===== src/logic/ptb_pkg.sv =====
// shared constants and helpers for the pwm time base
`default_nettype none
package ptb_pkg;
  localparam int CNT_W = 14;
  localparam int SEL_W = 3;
  localparam int DIV_W = 15;
  // resolution periods in system clocks for selects 0 to 6
  localparam logic [14:0] RES_0 = 15'h0001;
  localparam logic [14:0] RES_1 = 15'h0002;
  localparam logic [14:0] RES_2 = 15'h0040;
  localparam logic [14:0] RES_3 = 15'h0080;
  localparam logic [14:0] RES_4 = 15'h0100;
  localparam logic [14:0] RES_5 = 15'h0400;
  localparam logic [14:0] RES_6 = 15'h1000;
  // control register fields
  localparam int CTRL_CKS_LSB = 0;
  localparam logic [7:0] CTRL_RST = 8'h00;
  localparam logic [7:0] CTRL_LOW_FILL = 8'hFF;
  // data register fields
  localparam int DATA_CFS_BIT = 1;
  localparam logic [15:0] DATA_RST = 16'hFFFF;
  localparam logic [13:0] MIN_BASE64 = 14'h0100;
  localparam logic [13:0] MIN_BASE256 = 14'h0040;
  // counter fields
  localparam logic [13:0] CNT_RST = 14'h0000;
  localparam int LOW_RSV_BIT = 1;
  localparam int LOW_BANK_BIT = 0;
  localparam logic BANK_RST = 1'b1;
  localparam logic RSV_READ = 1'b1;

  function automatic logic [5:0] ptb_rev6(input logic [5:0] v);
    logic [5:0] r;
    r = 6'h00;
    for (int i = 0; i < 6; i++) begin
      r[i] = v[5 - i];
    end
    return r;
  endfunction
endpackage
`default_nettype wire


===== src/logic/ptb_prescale.sv =====
// resolution divider: one-cycle tick every selected period
`default_nettype none
module ptb_prescale #(
  parameter logic [14:0] SLOW_PERIOD = 15'h4000
) (
  // clock and reset
  input wire logic i_clock,
  input wire logic i_rst_n,
  // control
  input wire logic [2:0] i_sel,
  // tick out
  output logic o_tick
);
  typedef struct packed {
    logic [14:0] div;
    logic tick;
  } ptb_pre_type;
  ptb_pre_type s;
  ptb_pre_type next_s;
  logic [14:0] period;

  always_comb begin
    unique case (i_sel)
      3'h0: period = ptb_pkg::RES_0;
      3'h1: period = ptb_pkg::RES_1;
      3'h2: period = ptb_pkg::RES_2;
      3'h3: period = ptb_pkg::RES_3;
      3'h4: period = ptb_pkg::RES_4;
      3'h5: period = ptb_pkg::RES_5;
      3'h6: period = ptb_pkg::RES_6;
      3'h7: period = SLOW_PERIOD;
    endcase
    next_s = s;
    next_s.tick = 1'b0;
    if (s.div >= period - 15'h0001) begin
      next_s.div = 15'h0000;
      next_s.tick = 1'b1;
    end else begin
      next_s.div = s.div + 15'h0001;
    end
  end

  always_ff @(posedge i_clock or negedge i_rst_n) begin
    if (!i_rst_n) begin
      s <= '0;
    end else begin
      s <= next_s;
    end
  end

  assign o_tick = s.tick;
endmodule
`default_nettype wire


===== src/logic/ptb_channel.sv =====
// one modulated output: base pulse plus spread fine pulses
`default_nettype none
module ptb_channel (
  // clock and reset
  input wire logic i_clock,
  input wire logic i_rst_n,
  // time base and data
  input wire logic [13:0] i_count,
  input wire logic [13:0] i_data,
  input wire logic i_cfs,
  // output
  output logic o_pwm
);
  typedef struct packed {
    logic pwm;
  } ptb_ch_type;
  ptb_ch_type s;
  ptb_ch_type next_s;
  logic [13:0] cnt;
  logic [7:0] base;
  logic [7:0] duty;
  logic [7:0] fine;
  logic [7:0] spread;
  logic in_range;

  always_comb begin
    // low two data bits zero selects 12-bit precision
    if (i_data[1:0] == 2'b00) begin
      cnt = {2'b00, i_count[11:0]};
    end else begin
      cnt = i_count;
    end
    if (i_cfs) begin
      base = cnt[7:0];
      duty = i_data[13:6];
      fine = {2'b00, i_data[5:0]};
      spread = {2'b00, ptb_pkg::ptb_rev6(cnt[13:8])};
      in_range = i_data >= ptb_pkg::MIN_BASE256;
    end else begin
      base = {2'b00, cnt[5:0]};
      duty = {2'b00, i_data[13:8]};
      fine = i_data[7:0];
      spread = {ptb_pkg::ptb_rev6(cnt[11:6]), cnt[12], cnt[13]};
      in_range = i_data >= ptb_pkg::MIN_BASE64;
    end
    next_s = s;
    // extra one-resolution pulse spread over base cycles
    next_s.pwm = in_range && ((base < duty) || (base == duty && spread < fine));
  end

  always_ff @(posedge i_clock or negedge i_rst_n) begin
    if (!i_rst_n) begin
      s <= '0;
    end else begin
      s <= next_s;
    end
  end

  assign o_pwm = s.pwm;
endmodule
`default_nettype wire


===== src/logic/ptb_timebase.sv =====
// time base, staging latch and banked registers of the pwm converter
`default_nettype none
module ptb_timebase #(
  parameter logic [14:0] SLOW_PERIOD = 15'h4000
) (
  // clock and reset
  input wire logic i_clock,
  input wire logic i_rst_n,
  // shared address select from serial timer control
  input wire logic i_bus_interface_enable,
  // cpu byte access
  input wire logic i_sel_a,
  input wire logic i_sel_b,
  input wire logic i_byte_low,
  input wire logic i_rd,
  input wire logic i_wr,
  input wire logic [7:0] i_wdata,
  output logic [7:0] o_rdata,
  output logic o_rvalid,
  // modulated outputs
  output logic o_pwm_out_a,
  output logic o_pwm_out_b
);
  typedef struct packed {
    logic [13:0] cnt;
    logic bank;
    logic [7:0] ctrl;
    logic [15:1] data_a;
    logic [15:1] data_b;
    logic [7:0] temp;
    logic [7:0] rdata;
    logic rvalid;
  } ptb_state_type;

  ptb_state_type s;
  ptb_state_type next_s;

  logic tick;
  logic acc;
  logic hit;
  logic ctrl_hit;
  logic [2:0] counter_clock_select;
  logic [15:0] ctrl_word;
  logic [15:0] cnt_word;
  logic [15:0] da_word;
  logic [15:0] db_word;
  logic [15:0] rd_word;
  logic [15:0] wr_word;

  // resolution divider feeding the counter
  ptb_prescale #(
    .SLOW_PERIOD(SLOW_PERIOD)
  ) u_prescale (
    .i_clock(i_clock),
    .i_rst_n(i_rst_n),
    .i_sel(s.ctrl[ptb_pkg::CTRL_CKS_LSB +: ptb_pkg::SEL_W]),
    .o_tick(tick)
  );

  // register views as seen by the cpu
  always_comb begin
    ctrl_word = {s.ctrl, ptb_pkg::CTRL_LOW_FILL};
    cnt_word = {s.cnt[7:0], ptb_pkg::ptb_rev6(s.cnt[13:8]), ptb_pkg::RSV_READ, s.bank};
    da_word = {s.data_a, ptb_pkg::RSV_READ};
    db_word = {s.data_b, s.bank};
    if (i_sel_a) begin
      rd_word = s.bank ? ctrl_word : da_word;
    end else begin
      rd_word = s.bank ? cnt_word : db_word;
    end
    wr_word = {s.temp, i_wdata};
  end

  // bus decode
  always_comb begin
    acc = !i_bus_interface_enable;
    hit = acc && (i_sel_a || i_sel_b);
    ctrl_hit = i_sel_a && s.bank;
    counter_clock_select = s.ctrl[ptb_pkg::CTRL_CKS_LSB +: ptb_pkg::SEL_W];
  end

  always_comb begin
    next_s = s;
    next_s.rvalid = 1'b0;
    // counter advance, a cpu write below takes priority
    if (tick) begin
      next_s.cnt = s.cnt + 14'h0001;
    end
    // reads: high byte returns now and parks low byte
    if (hit && i_rd) begin
      next_s.rvalid = 1'b1;
      if (!i_byte_low) begin
        next_s.rdata = rd_word[15:8];
        next_s.temp = rd_word[7:0];
      end else begin
        next_s.rdata = s.temp;
      end
    end
    // writes: high byte parks except control, which loads at once; low byte commits the word
    if (hit && i_wr) begin
      if (!i_byte_low) begin
        if (ctrl_hit) begin
          next_s.ctrl = i_wdata;
        end else begin
          next_s.temp = i_wdata;
        end
      end else if (i_sel_a) begin
        if (!s.bank) begin
          next_s.data_a = wr_word[15:1];
        end
      end else if (s.bank) begin
        // reserved bit of the low byte is dropped
        next_s.cnt = {ptb_pkg::ptb_rev6(wr_word[7:2]), wr_word[15:8]};
        next_s.bank = wr_word[ptb_pkg::LOW_BANK_BIT];
      end else begin
        next_s.data_b = wr_word[15:1];
        next_s.bank = wr_word[ptb_pkg::LOW_BANK_BIT];
      end
    end
  end

  always_ff @(posedge i_clock or negedge i_rst_n) begin
    if (!i_rst_n) begin
      s.cnt <= ptb_pkg::CNT_RST;
      s.bank <= ptb_pkg::BANK_RST;
      s.ctrl <= ptb_pkg::CTRL_RST;
      s.data_a <= ptb_pkg::DATA_RST[15:1];
      s.data_b <= ptb_pkg::DATA_RST[15:1];
      s.temp <= 8'h00;
      s.rdata <= 8'h00;
      s.rvalid <= 1'b0;
    end else begin
      s <= next_s;
    end
  end

  assign o_rdata = s.rdata;
  assign o_rvalid = s.rvalid;

  // two channels on the one shared counter
  ptb_channel u_chan_a (
    .i_clock(i_clock),
    .i_rst_n(i_rst_n),
    .i_count(s.cnt),
    .i_data(s.data_a[15:2]),
    .i_cfs(s.data_a[ptb_pkg::DATA_CFS_BIT]),
    .o_pwm(o_pwm_out_a)
  );

  ptb_channel u_chan_b (
    .i_clock(i_clock),
    .i_rst_n(i_rst_n),
    .i_count(s.cnt),
    .i_data(s.data_b[15:2]),
    .i_cfs(s.data_b[ptb_pkg::DATA_CFS_BIT]),
    .o_pwm(o_pwm_out_b)
  );
endmodule
`default_nettype wire


===== config.mk =====
export PLATFORM = sky130hd
export DESIGN_NAME = ptb_timebase
export DESIGN_NICKNAME = d
export VERILOG_FILES = /design/src/logic/ptb_pkg.sv /design/src/logic/ptb_prescale.sv /design/src/logic/ptb_channel.sv /design/src/logic/ptb_timebase.sv
export SDC_FILE = /design/constraint.sdc
export NUM_CORES = 1
export LEC_CHECK = 0
export BUFFER_PORTS_ARGS = -buffer_cell sky130_fd_sc_hd__buf_4
export CAP_MARGIN = 10
export CORE_ASPECT_RATIO = 0.9
export CORE_MARGIN = 5
export CORE_UTILIZATION = 62
export CTS_CLUSTER_SIZE = 8
export DETAILED_ROUTE_END_ITERATION = 16
export HOLD_SLACK_MARGIN = 0.08
export PLACE_DENSITY_LB_ADDON = 0.08
export SLEW_MARGIN = 20
export SYNTH_ARGS = -nofsm -noshare
export SYNTH_HDL_FRONTEND = slang
export SYNTH_SLANG_ARGS = --single-unit

===== constraint.sdc =====
create_clock -name i_clock -period 4.09 [get_ports i_clock]
set_input_delay 0.818 -clock i_clock [delete_from_list [all_inputs] [get_ports i_clock]]
set_output_delay 0.818 -clock i_clock [all_outputs]
set_load 0.05 [all_outputs]

# --- Word level (Yosys, flattened, before mapping) ---
# Memory sizes are Yosys's and may differ from the RTL's.
# Index checks and enable logic that the tools add are counted.
totals:
  register_bits: 88
  rom_bits: 64
  input_bits: 16
  output_inout_bits: 11
  elab_cells: 82
  n_memories: 1
classes:
  n_addsub: 3
  order_cmp: 9
  eq_ne: 2
  muxes: 34
  n_bitwise: 3
  n_reduce_logical: 18
memory_table:
  columns: ["name", "words", "word_bits", "rd", "rd_clocked_by_memory_dff", "wr", "line", "rtl"]
  rows:
  - ["(no name shown)", 8, 8, 1, 0, 0, "ptb_prescale.sv:23", "unique case (i_sel)"]
op_table:
  columns: ["cell", "n"]
  rows:
  - ["$mux W8", 14]
  - ["$mux W15", 7]
  - ["$mux W61", 1]
  - ["$mux W14", 4]
  - ["$mux W16", 3]
  - ["$lt A8 B8 Y1", 4]
  - ["$mux W30", 1]
  - ["$ge A14 B7 Y1 const B", 2]
  - ["$ge A14 B9 Y1 const B", 2]
  - ["$mux W17", 1]
  - ["$eq A8 B8 Y1", 2]
  - ["$add A15 B1 Y15 const B", 1]
  - ["$ge A15 B15 Y1", 1]
  - ["$sub A15 B1 Y15 const B", 1]
  - ["$add A14 B1 Y14 const B", 1]
  - ["$logic_and A1 B1 Y1", 8]
  - ["$reduce_and A4 Y1", 2]
  - ["$reduce_and A3 Y1", 2]
  - ["$logic_not A2 Y1", 2]
  - ["$logic_or A1 B1 Y1", 3]
  - ["$mux W1", 3]
  - ["$not A1 Y1", 3]
  - ["$logic_not A1 Y1", 1]

# --- Logic depth before layout (Yosys ltp) ---
# Gate-level depths: netlist (run 1).
depth:
  ltp_word: 7
  mapped_depth: 16
  ltp_nobuf: 13

# --- Hierarchy ---
# A second synthesis (run 1) with hierarchy kept.
unflattened:
  cells_unflattened: 556
  hier_area_um2: 5841.9
by_module_without_submodules:
  columns: ["module", "instances", "cells_each", "area_each_um2", "seq_area_each_um2"]
  rows:
  - ["ptb_timebase", 1, 293, 3495.9, 1790.5]
  - ["ptb_prescale", 1, 136, 1316.3, 400.4]
  - ["ptb_channel (u_chan_b)", 1, 63, 520.5, 25.0]
  - ["ptb_channel (u_chan_a)", 1, 64, 509.2, 25.0]

# --- Worst setup path after synthesis (run 1) ---
# Ideal clock, no wire load.
synth_path:
  path_kind: "register to register"
  from: "register s, in the netlist counter_clock_select[1]"
  to: "register u_prescale.s[10] (netlist bit)"
  setup_time_ps: 121
  arrival_time_ps: 2727
  required_time_ps: 3969
  slack_ps: 1241
  path_stages_with_launch: 16
  n_path_buf: 3
  period_less_slack_ps: 2849
  path_cell_list: "dfrtp_1 -> clkbuf_1 -> nor2_1 -> nand2_1 -> ha_1 -> clkbuf_1 -> inv_1 -> a211oi_1 -> a21oi_1 -> ha_1 -> nand4_1 -> a211oi_1 -> nor3_1 -> o21ai_2 -> buf_2 -> nor2_1"
synth_lines:
  columns: ["element", "line", "rtl"]
  rows:
  - ["from (decl)", "ptb_timebase.sv:35", "ptb_state_type s;"]
  - ["from (signal assigned)", "ptb_timebase.sv:133", "s <= next_s;"]
  - ["to (signal assigned)", "ptb_prescale.sv:47", "s <= next_s;"]
  - ["to (decl)", "ptb_prescale.sv:18", "ptb_pre_type s;"]

==> results.md, run 1 <==
- Cell family with most CP delay: compound AO/OA/AOI/OAI gates
- Synth warn: 0
- Worst slew margin: between 30% and 40%
- CP Depth: 12
- Cell area after synthesis: 5660 sq um
- Fill cell count: 732
- Vias in the first global route: approximately 4.3k
- Unrepaired setup endpoints after global routing: no
- # setup viols final: 0
- Worst setup path endpoint: u_prescale.s[4]
- Die Height: between 100 and 150 um
- Total gr overflow: 0
- Post-CTS Setup Bufs: 0
- Share of cells above drive strength 1: a little over a fifth
- Crit path time final: about 3.3 ns
- Pwr/cell area: around 650 nW/um^2
- Post-CTS Hold Fix Bufs: 0
- Synth area leader: dfrtp_1
- Reg2reg end: u_prescale.s[4]
- Peak supply drop: between 0.0003 and 0.0004 V
- Mapped Cells: between 500 and 600
- Distinct cells, synth: 50
- Clk slew on worst S/H paths: 0.09 ns
- Leak: about 2.6 nW
- Site Rows: 33
- Clock Tree Root: clkbuf_8
- Aggregate routed wire length: approximately 13000 um
- Via density: between 6 and 7
- Multi-input logic area: about 3100 sq um
- Final hold viol count: 0
- Final Max Slew Viols: 0
- Clk_lat worst skew: about 0.37 ns
- Setup crit start: counter_clock_select[2]
- DR DRC count: 0
- CTS buffer count: 9
- Status: complete, no violations
- Initial drt markers: ~230
- Initial core utilization: 62.8%
- CP Buf/Inv Count: 1
- First-pass GRT wire length: ~22000 um
- Num ports: 27
- Least-Margin Pin Slew: ~1.0 ns
- Max Root-Sink Buffers: 2
- Number of flops mapped to enable cells by yosys: 0
- DR pass1 iterations: 4
- Synth Register Bits: 88
- WS Path Type: reg -> reg
- CP endpoint kind: flip-flop
- Syn avg cell area: between 10 and 15 sq um
- Post-DP HPWL: 9740 um
- Final WS setup: approximately 0.79 ns
- Synth area leaders: dfrtp_1, dfstp_2, ha_1
- Seq/Total Area, Yosys: around two fifths
- CTS tree: yes
- Number of antenna diodes: 0
- Worst reg2reg setup slack: around 0.8 ns
- Initial antenna violation count: 0
- Worst path max stage delay: 0.56 ns
- Die X: between 100 and 150 um
- Count of buffers from port buffering: 26
- Ys async rst share: 100%
- Largest fanout on the critical path: 16
- Die area: roughly 11000 sq um
- Via Count: 4325
- WP data required: approximately 4.3 ns
- Slowest cell on crit path: o21ai_2
- Clk sink count: 88
- Post-CTS resize count: 0
- Top_reg_cell synth: dfrtp_1
- # H-tree levels: 3
- Path depth of the worst reg2reg path: 12
- Max_cap viols: 0
- Hold WC Path Type: in -> async
- Fin Setup TNS: 0 ns
- Post-DRT Antenna Nets: 0
- Placeable Area: between 9000 and 10000 sq um
- GP Congestion: approximately 0.90
- Nets: ~640
- Yosys top cell area share: between 20% and 30%
- FF-to-FF Start: counter_clock_select[2]
- Largest net degree at the start of global routing: 48
- Worst slack at placement: ~0.83 ns
- Clock Skew: approximately 0.011 ns
- WL/cell: 19.0 um
- Synthesized Nets: approximately 630
- Layout area overhead: 6.81%
- Reg area: 2240 sq um
- Final critical-path share of the clock period: 80.7%
- CP Cell Sequence: nor2_1 > nand2_1 > ha_1 > inv_1 > a211oi_1 > a21oi_1 > ha_1 > nand4_1 > a211oi_1 > nor3_1 > o21ai_2 > nor2_1
- FMAX: just over 300 MHz
- Nature of the critical path startpoint: flip-flop
- GRT Overall Usage: roughly 25%
- WP data arrival: 3.52 ns
-- state kept, by name, summed over array words and instances, names as in the netlist --
name                  flops
cnt_word                 15
da_word                  15
db_word                  15
u_prescale.s             15
o_rdata                   8
s                         8
ctrl_word                 5
counter_clock_select      3
o_rvalid                  1
u_chan_a.o_pwm            1
u_chan_b.o_pwm            1
u_prescale.o_tick         1
-- cell type report --
cell class	instances	share of cell area [%]
inverters	22	1.37
clock inverters	6	1.12
clock buffers	10	2.11
flip-flops and latches	88	37.1
multi-input cells	421	51.9
well taps	122	2.53
repair buffers	31	3.85
-- stage by stage --
step | util, % | power [W] | area, sq um | hold slack, ns | std cells
floorplan | - | 0.00281 | 5660 | 0.455 | 563
global placement | 65.0 | 0.00320 | 5850 | 0.485 | 684
detailed placement | 65.0 | 0.00328 | 5850 | 0.508 | 684
CTS | 67.1 | 0.00391 | 6040 | 0.473 | 700
global route | 67.1 | 0.00421 | 6040 | 0.500 | 700
finish | 67.1 | 0.00391 | 6040 | 0.460 | 700
-- cells in the final DEF (no fill, tap or decap), types with 4 or more instances in the layout --
cell type and count:
xnor2_1 15, mux2i_1 20, nand4_1 12, a21oi_1 34, mux2_2 32, o221ai_1 8, nand2_1 47, clkbuf_8 9
nand3_1 8, dfrtp_1 57, a31oi_1 7, nor2b_1 8, ha_1 49, a211oi_1 8, and2_1 5, xor2_1 12
buf_4 31, inv_1 22, o21ai_0 25, a2111oi_0 4, nor2_1 72, o211ai_1 4, dfstp_2 31, nand2b_1 7
nor3_1 6, mux4_2 8
-- layer usage --
layer  track usage (%)  part of all wire (%)  up-vias
li1                  -                     -     2024
met1              35.3                    46     2167
met2              38.9                    46      118
met3              5.28                   5.8       16
met4              8.05                   1.5        0
met5                 0                     0        -
-- how the worst min path moves through the flow --
| stage | startpoint | endpoint | slack, ns |
|---|---|---|---|
| 3_3_place_gp | u_prescale.s[1] | u_prescale.s[1] | 0.48 |
| 5_1_grt | i_rst_n | o_rdata[6] | 0.50 |
| 4_1_cts | i_rst_n | cnt_word[3] | 0.47 |
| 2_1_floorplan | u_prescale.s[1] | u_prescale.s[1] | 0.45 |
| 3_5_place_dp | u_prescale.s[1] | u_prescale.s[1] | 0.51 |
| 6_report | i_rst_n | o_rdata[6] | 0.46 |
-- worst register-to-register path, stage by stage (launching register included) --
cell and delay (ns):
dfrtp_1 0.54, nor2_1 0.15, nand2_1 0.15, ha_1 0.32, inv_1 0.19, a211oi_1 0.26, a21oi_1 0.07, ha_1 0.31
nand4_1 0.12, a211oi_1 0.25, nor3_1 0.09, o21ai_2 0.56, nor2_1 0.14
-- kinds of logic (layout without fill, tap and decap cells) --
kind of cell / after synthesis / count (layout) / synth area share, %
and+or+nand+nor: 185 / 185 / 16.4
AOI/OAI and AO/OA: 100 / 100 / 10.9
DFF: 88 / 88 / 39.6
muxes: 60 / 60 / 13.1
buffers and inverters: 54 / 69 / 4.91
adders and majority gates: 49 / 49 / 10.8
xor gates and xnor gates: 27 / 27 / 4.18
-- power by group --
group          internal, W  switching, W
registers          0.00122      0.000415
clock network     0.000285      0.000330
logic             0.000775      0.000886
total              0.00228       0.00163
-- cells in the mapped netlist (all sizes together), types with 3 or more instances --
cell type  count
nor3b          3
nand4         13
o221ai         8
and2           5
xor2          12
mux2          32
a211oi         9
a2111oi        4
ha            49
mux2i         20
o21ai         26
a21oi         34
nor2          72
buf           23
o211ai         4
xnor2         15
dfstp         31
nand3          8
inv           22
clkbuf         9
dfrtp         57
nor2b          8
mux4           8
nand2         47
nand2b         7
a31oi          7
nor3           8
Power figures use the tool's default switching activity.
==> run 2: changes to the inputs <==
--- a/config.mk
+++ b/config.mk
@@ -5,11 +5,12 @@
 export SDC_FILE = /design/constraint.sdc
 export NUM_CORES = 1
 export LEC_CHECK = 0
+export ABC_AREA = 1
 export BUFFER_PORTS_ARGS = -buffer_cell sky130_fd_sc_hd__buf_4
 export CAP_MARGIN = 10
 export CORE_ASPECT_RATIO = 0.9
 export CORE_MARGIN = 5
-export CORE_UTILIZATION = 62
+export CORE_UTILIZATION = 56
 export CTS_CLUSTER_SIZE = 8
 export DETAILED_ROUTE_END_ITERATION = 16
 export HOLD_SLACK_MARGIN = 0.08
==> constraint.sdc (replaced) <==
create_clock -name i_clock -period 2.9 [get_ports i_clock]
set_input_delay 0.58 -clock i_clock [delete_from_list [all_inputs] [get_ports i_clock]]
set_output_delay 0.58 -clock i_clock [all_outputs]
set_load 0.05 [all_outputs]
==> run 2 against run 1 <==
Net effect: clock skew shrank 0.0053 ns; power grew 47%; sequential power grew 27%; sequential share of layout area shrank 2.0 points; highest routed layer unchanged; die area grew 13%; largest power group unchanged; cell count grew 29%; critical path depth grew 2; fmax grew 26%; global-route usage grew 0.079 points.
==> results.md, run 2 <==
- Mapped Cells: 756 (+34%)
- CTS tree: yes
- Pwr/cell area: 899 nW/um^2 (+39%)
- Site Rows: 35 (+6.1%)
- Seq/Total Area, Yosys: 38.2% (-1.5 points)
- Tot Pwr: 0.00575 W (+47%)
- Least-Margin Pin Slew: 0.607 ns (-0.412 ns)
- Largest fanout on the critical path: 16 (unchanged)
- Most frequent cells after synthesis: nand2_1, inv_1, nor2_1
- DR WL met3: 938 um (+21%)
- Post-CTS Hold Fix Bufs: 0 (unchanged)
- Crit path time final: 2.62 ns (-0.675 ns)
- Largest net degree at the start of global routing: 38 (-21%)
- Reg2reg end: u_prescale.s[10]
- Max_cap viols: 0 (unchanged)
- Final non-filler cell total: 906 (+29%)
- Final Max Slew Viols: 0 (unchanged)
- Clock Tree Root: clkbuf_16
- Switching pwr: 0.00242 W (+49%)
- Vias in the first global route: 4955 (+16%)
- Sequential power share: 36.3% (-5.5 points)
- Worst reg2reg setup slack: 0.28 ns (-0.51 ns)
- Cell area after synthesis: 5870 sq um (+3.8%)
- # H-tree levels: 3 (unchanged)
- Final critical-path share of the clock period: 90.5% (+9.8 points)
- Met1 WL: 7470 um (+21%)
- Commonest non-fill, non-tap cells in the layout: nand2_1, inv_1, nor2_1, o21ai_0, dfrtp_1
- Syn avg cell area: 7.77 sq um (-23%)
- Unrepaired setup endpoints after global routing: no
- Internal: 0.00333 W (+46%)
- Clk pwr share: 21.9% (+6.2 points)
- Synth area leader: dfrtp_1
- CP endpoint kind: flip-flop
- Initial core utilization: 57.3% (-5.5 points)
- Hold WC Path Type: in -> async
- Leak: 3.11 nW (+18%)
- Ys async rst share: 100% (unchanged)
- Initial antenna violation count: 0 (unchanged)
- Placeable Area: 10200 sq um (+14%)
- Synth warn: 0 (unchanged)
- CTS buffer count: 9 (unchanged)
- Count of buffers from port buffering: 26 (unchanged)
- Via density: 5.68 (-8.0%)
- GP Congestion: 0.909 (+0.87%)
- Worst slew margin: 59.5% (+28 points)
- Peak supply drop: 0.000617 V (+93%)
- DR DRC count: 0 (unchanged)
- Comb power frac: 41.8% (-0.7 points)
- FF-to-FF Start: counter_clock_select[2]
- Num ports: 27 (unchanged)
- Number of antenna diodes: 0 (unchanged)
- Synthesized Nets: 821 (+31%)
- Clk_lat worst skew: 0.34 ns (-0.03 ns)
- Top_reg_cell synth: dfrtp_1
- Placed instance count: 890 (+30%)
- Max Root-Sink Buffers: 2 (unchanged)
- WL met2: 6880 um (+12%)
- # setup viols final: 0 (unchanged)
- FMAX: 381 MHz (+26%)
- Yosys top cell area share: 24.3% (-0.92 points)
- Nature of the critical path startpoint: flip-flop
- Post-DP HPWL: 11700 um (+20%)
- WP data required: 3.13 ns (-1.18 ns)
- Nets: 837 (+31%)
- Final WS setup: 0.275 ns (-0.515 ns)
- Synth area leaders: dfrtp_1, dfstp_2, nand2_1
- Clk slew on worst S/H paths: 0.06 ns (-0.03 ns)
- Sw Ratio: 42.1% (+0.47 points)
- Initial drt markers: 374 (+65%)
- Fin Setup TNS: 0 ns (unchanged)
- Synth Register Bits: 88 (unchanged)
- Worst slack at placement: 0.222 ns (-0.605 ns)
- Die X: 118 um (+6.6%)
- Clock Skew: 0.00571 ns (-0.00527 ns)
- GRT Overall Usage: 25.1% (+0.079 points)
- DR pass1 iterations: 4 (unchanged)
- Final hold viol count: 0 (unchanged)
- Number of flops mapped to enable cells by yosys: 0 (unchanged)
- WS Path Type: reg -> reg
- Total gr overflow: 0 (unchanged)
- Via Count: 5148 (+19%)
- Fin util: 62.4% (-4.7 points)
- Top-count cell post-synth: nand2_1
- Most common cell after layout, fill and taps aside: nand2_1
- First-pass GRT wire length: 25200 um (+13%)
- Layout area overhead: 8.95%
- Clk sink count: 88 (unchanged)
- Path depth of the worst reg2reg path: 14 (+2)
- Distinct cells, synth: 44 (-12%)
- Aggregate routed wire length: 15700 um (+18%)
- Post-DRT Antenna Nets: 0 (unchanged)
- Die Height: 107 um (+6.5%)
- WL/cell: 17.3 um (-9.0%)
- WP data arrival: 2.85 ns (-0.67 ns)
- Die area: 12600 sq um (+13%)
- Share of cells above drive strength 1: 13.3% (-8.7 points)
- Status: complete, no violations
- Top Layer Used: met4
[run 2: cell count changes after synthesis, sizes merged, moves of 9 or more]
cell	previous run	this run
inv	22	98
nand3	8	46
a211oi	9	0
xnor2	15	4
mux2	32	0
nand2	47	175
mux2i	20	0
o21ai	26	82
[run 2: cells by family (layout without fill, tap and decap cells)]
| group | Yosys count | in the layout | synth area share, % |
|---|---|---|---|
| fa+ha+maj | 49 | 49 | 10.4 |
| simple gates | 316 | 316 | 23.4 |
| buf+inv | 127 | 148 | 10.1 |
| flops | 88 | 88 | 38.2 |
| compound gates | 162 | 162 | 15.8 |
| xor+xnor | 14 | 14 | 2.09 |
[run 2: what timing repair did]
| item | 4_1_cts | 5_1_grt |
|---|---|---|
| endpoints found under the setup margin | 0 | 16 |
| setup buffers | 0 | 0 |
| resized for setup | 0 | 4 |
[run 2: worst max path at each step]
stage / slack [ns] / endpoint / startpoint
6_report: 0.28 / u_prescale.s[10] / counter_clock_select[2]
5_1_grt: 0.01 / u_prescale.s[10] / counter_clock_select[2]
4_1_cts: 0.22 / u_prescale.s[10] / counter_clock_select[2]
3_5_place_dp: 0.22 / u_prescale.s[10] / counter_clock_select[2]
3_3_place_gp: 0.34 / u_prescale.s[2] / counter_clock_select[2]
2_1_floorplan: 0.34 / u_prescale.s[10] / counter_clock_select[2]
[run 2: power groups by stage]
| stage | Sequential (W) | Clock (W) | Combinational [W] |
|---|---|---|---|
| detailed placement | 0.00209 | 0 | 0.00236 |
| finish | 0.00209 | 0.00126 | 0.00240 |
| CTS | 0.00207 | 0.00127 | 0.00238 |
| global placement | 0.00208 | 0 | 0.00228 |
| floorplan | 0.00197 | 0 | 0.00181 |
| global route | 0.00214 | 0.00133 | 0.00273 |
[run 2: routing by layer]
layer / global-route usage (%) / vias to the layer above
li1: - / 2525
met1: 35.2 / 2427
met2: 38.9 / 165
met3: 5.01 / 31
met4: 8.60 / 0
met5: 0 / -
[run 2: stage by stage]
step | hold slack [ns] | instance area [sq um]
after global routing | 0.254 | 6400
after CTS | 0.226 | 6380
after global placement | 0.463 | 6070
final | 0.210 | 6400
after floorplan | 0.284 | 5870
after detailed placement | 0.476 | 6070
[run 2: worst max-delay path: stages, from the launching register on]
cell	delay (ns)
dfrtp_1	0.39
clkinvlp_4	0.18
nand3_1	0.15
ha_2	0.21
o21ai_0	0.11
nor2_1	0.19
nand2_1	0.10
o21a_1	0.12
ha_1	0.30
nand4_1	0.09
nor3b_1	0.22
nand2_1	0.08
nand3_1	0.09
buf_4	0.22
nor2_1	0.06
[run 2: cell type report]
| type | instances | area, sq um |
|---|---|---|
| Fill cell | 895 | 3850 |
| Multi-Input combinational cell | 541 | 3040 |
| Sequential cell | 88 | 2240 |
| Inverter | 100 | 384 |
| Timing Repair Buffer | 32 | 253 |
| Clock buffer | 11 | 233 |
| Tap cell | 129 | 161 |
| Clock inverter | 5 | 81.3 |
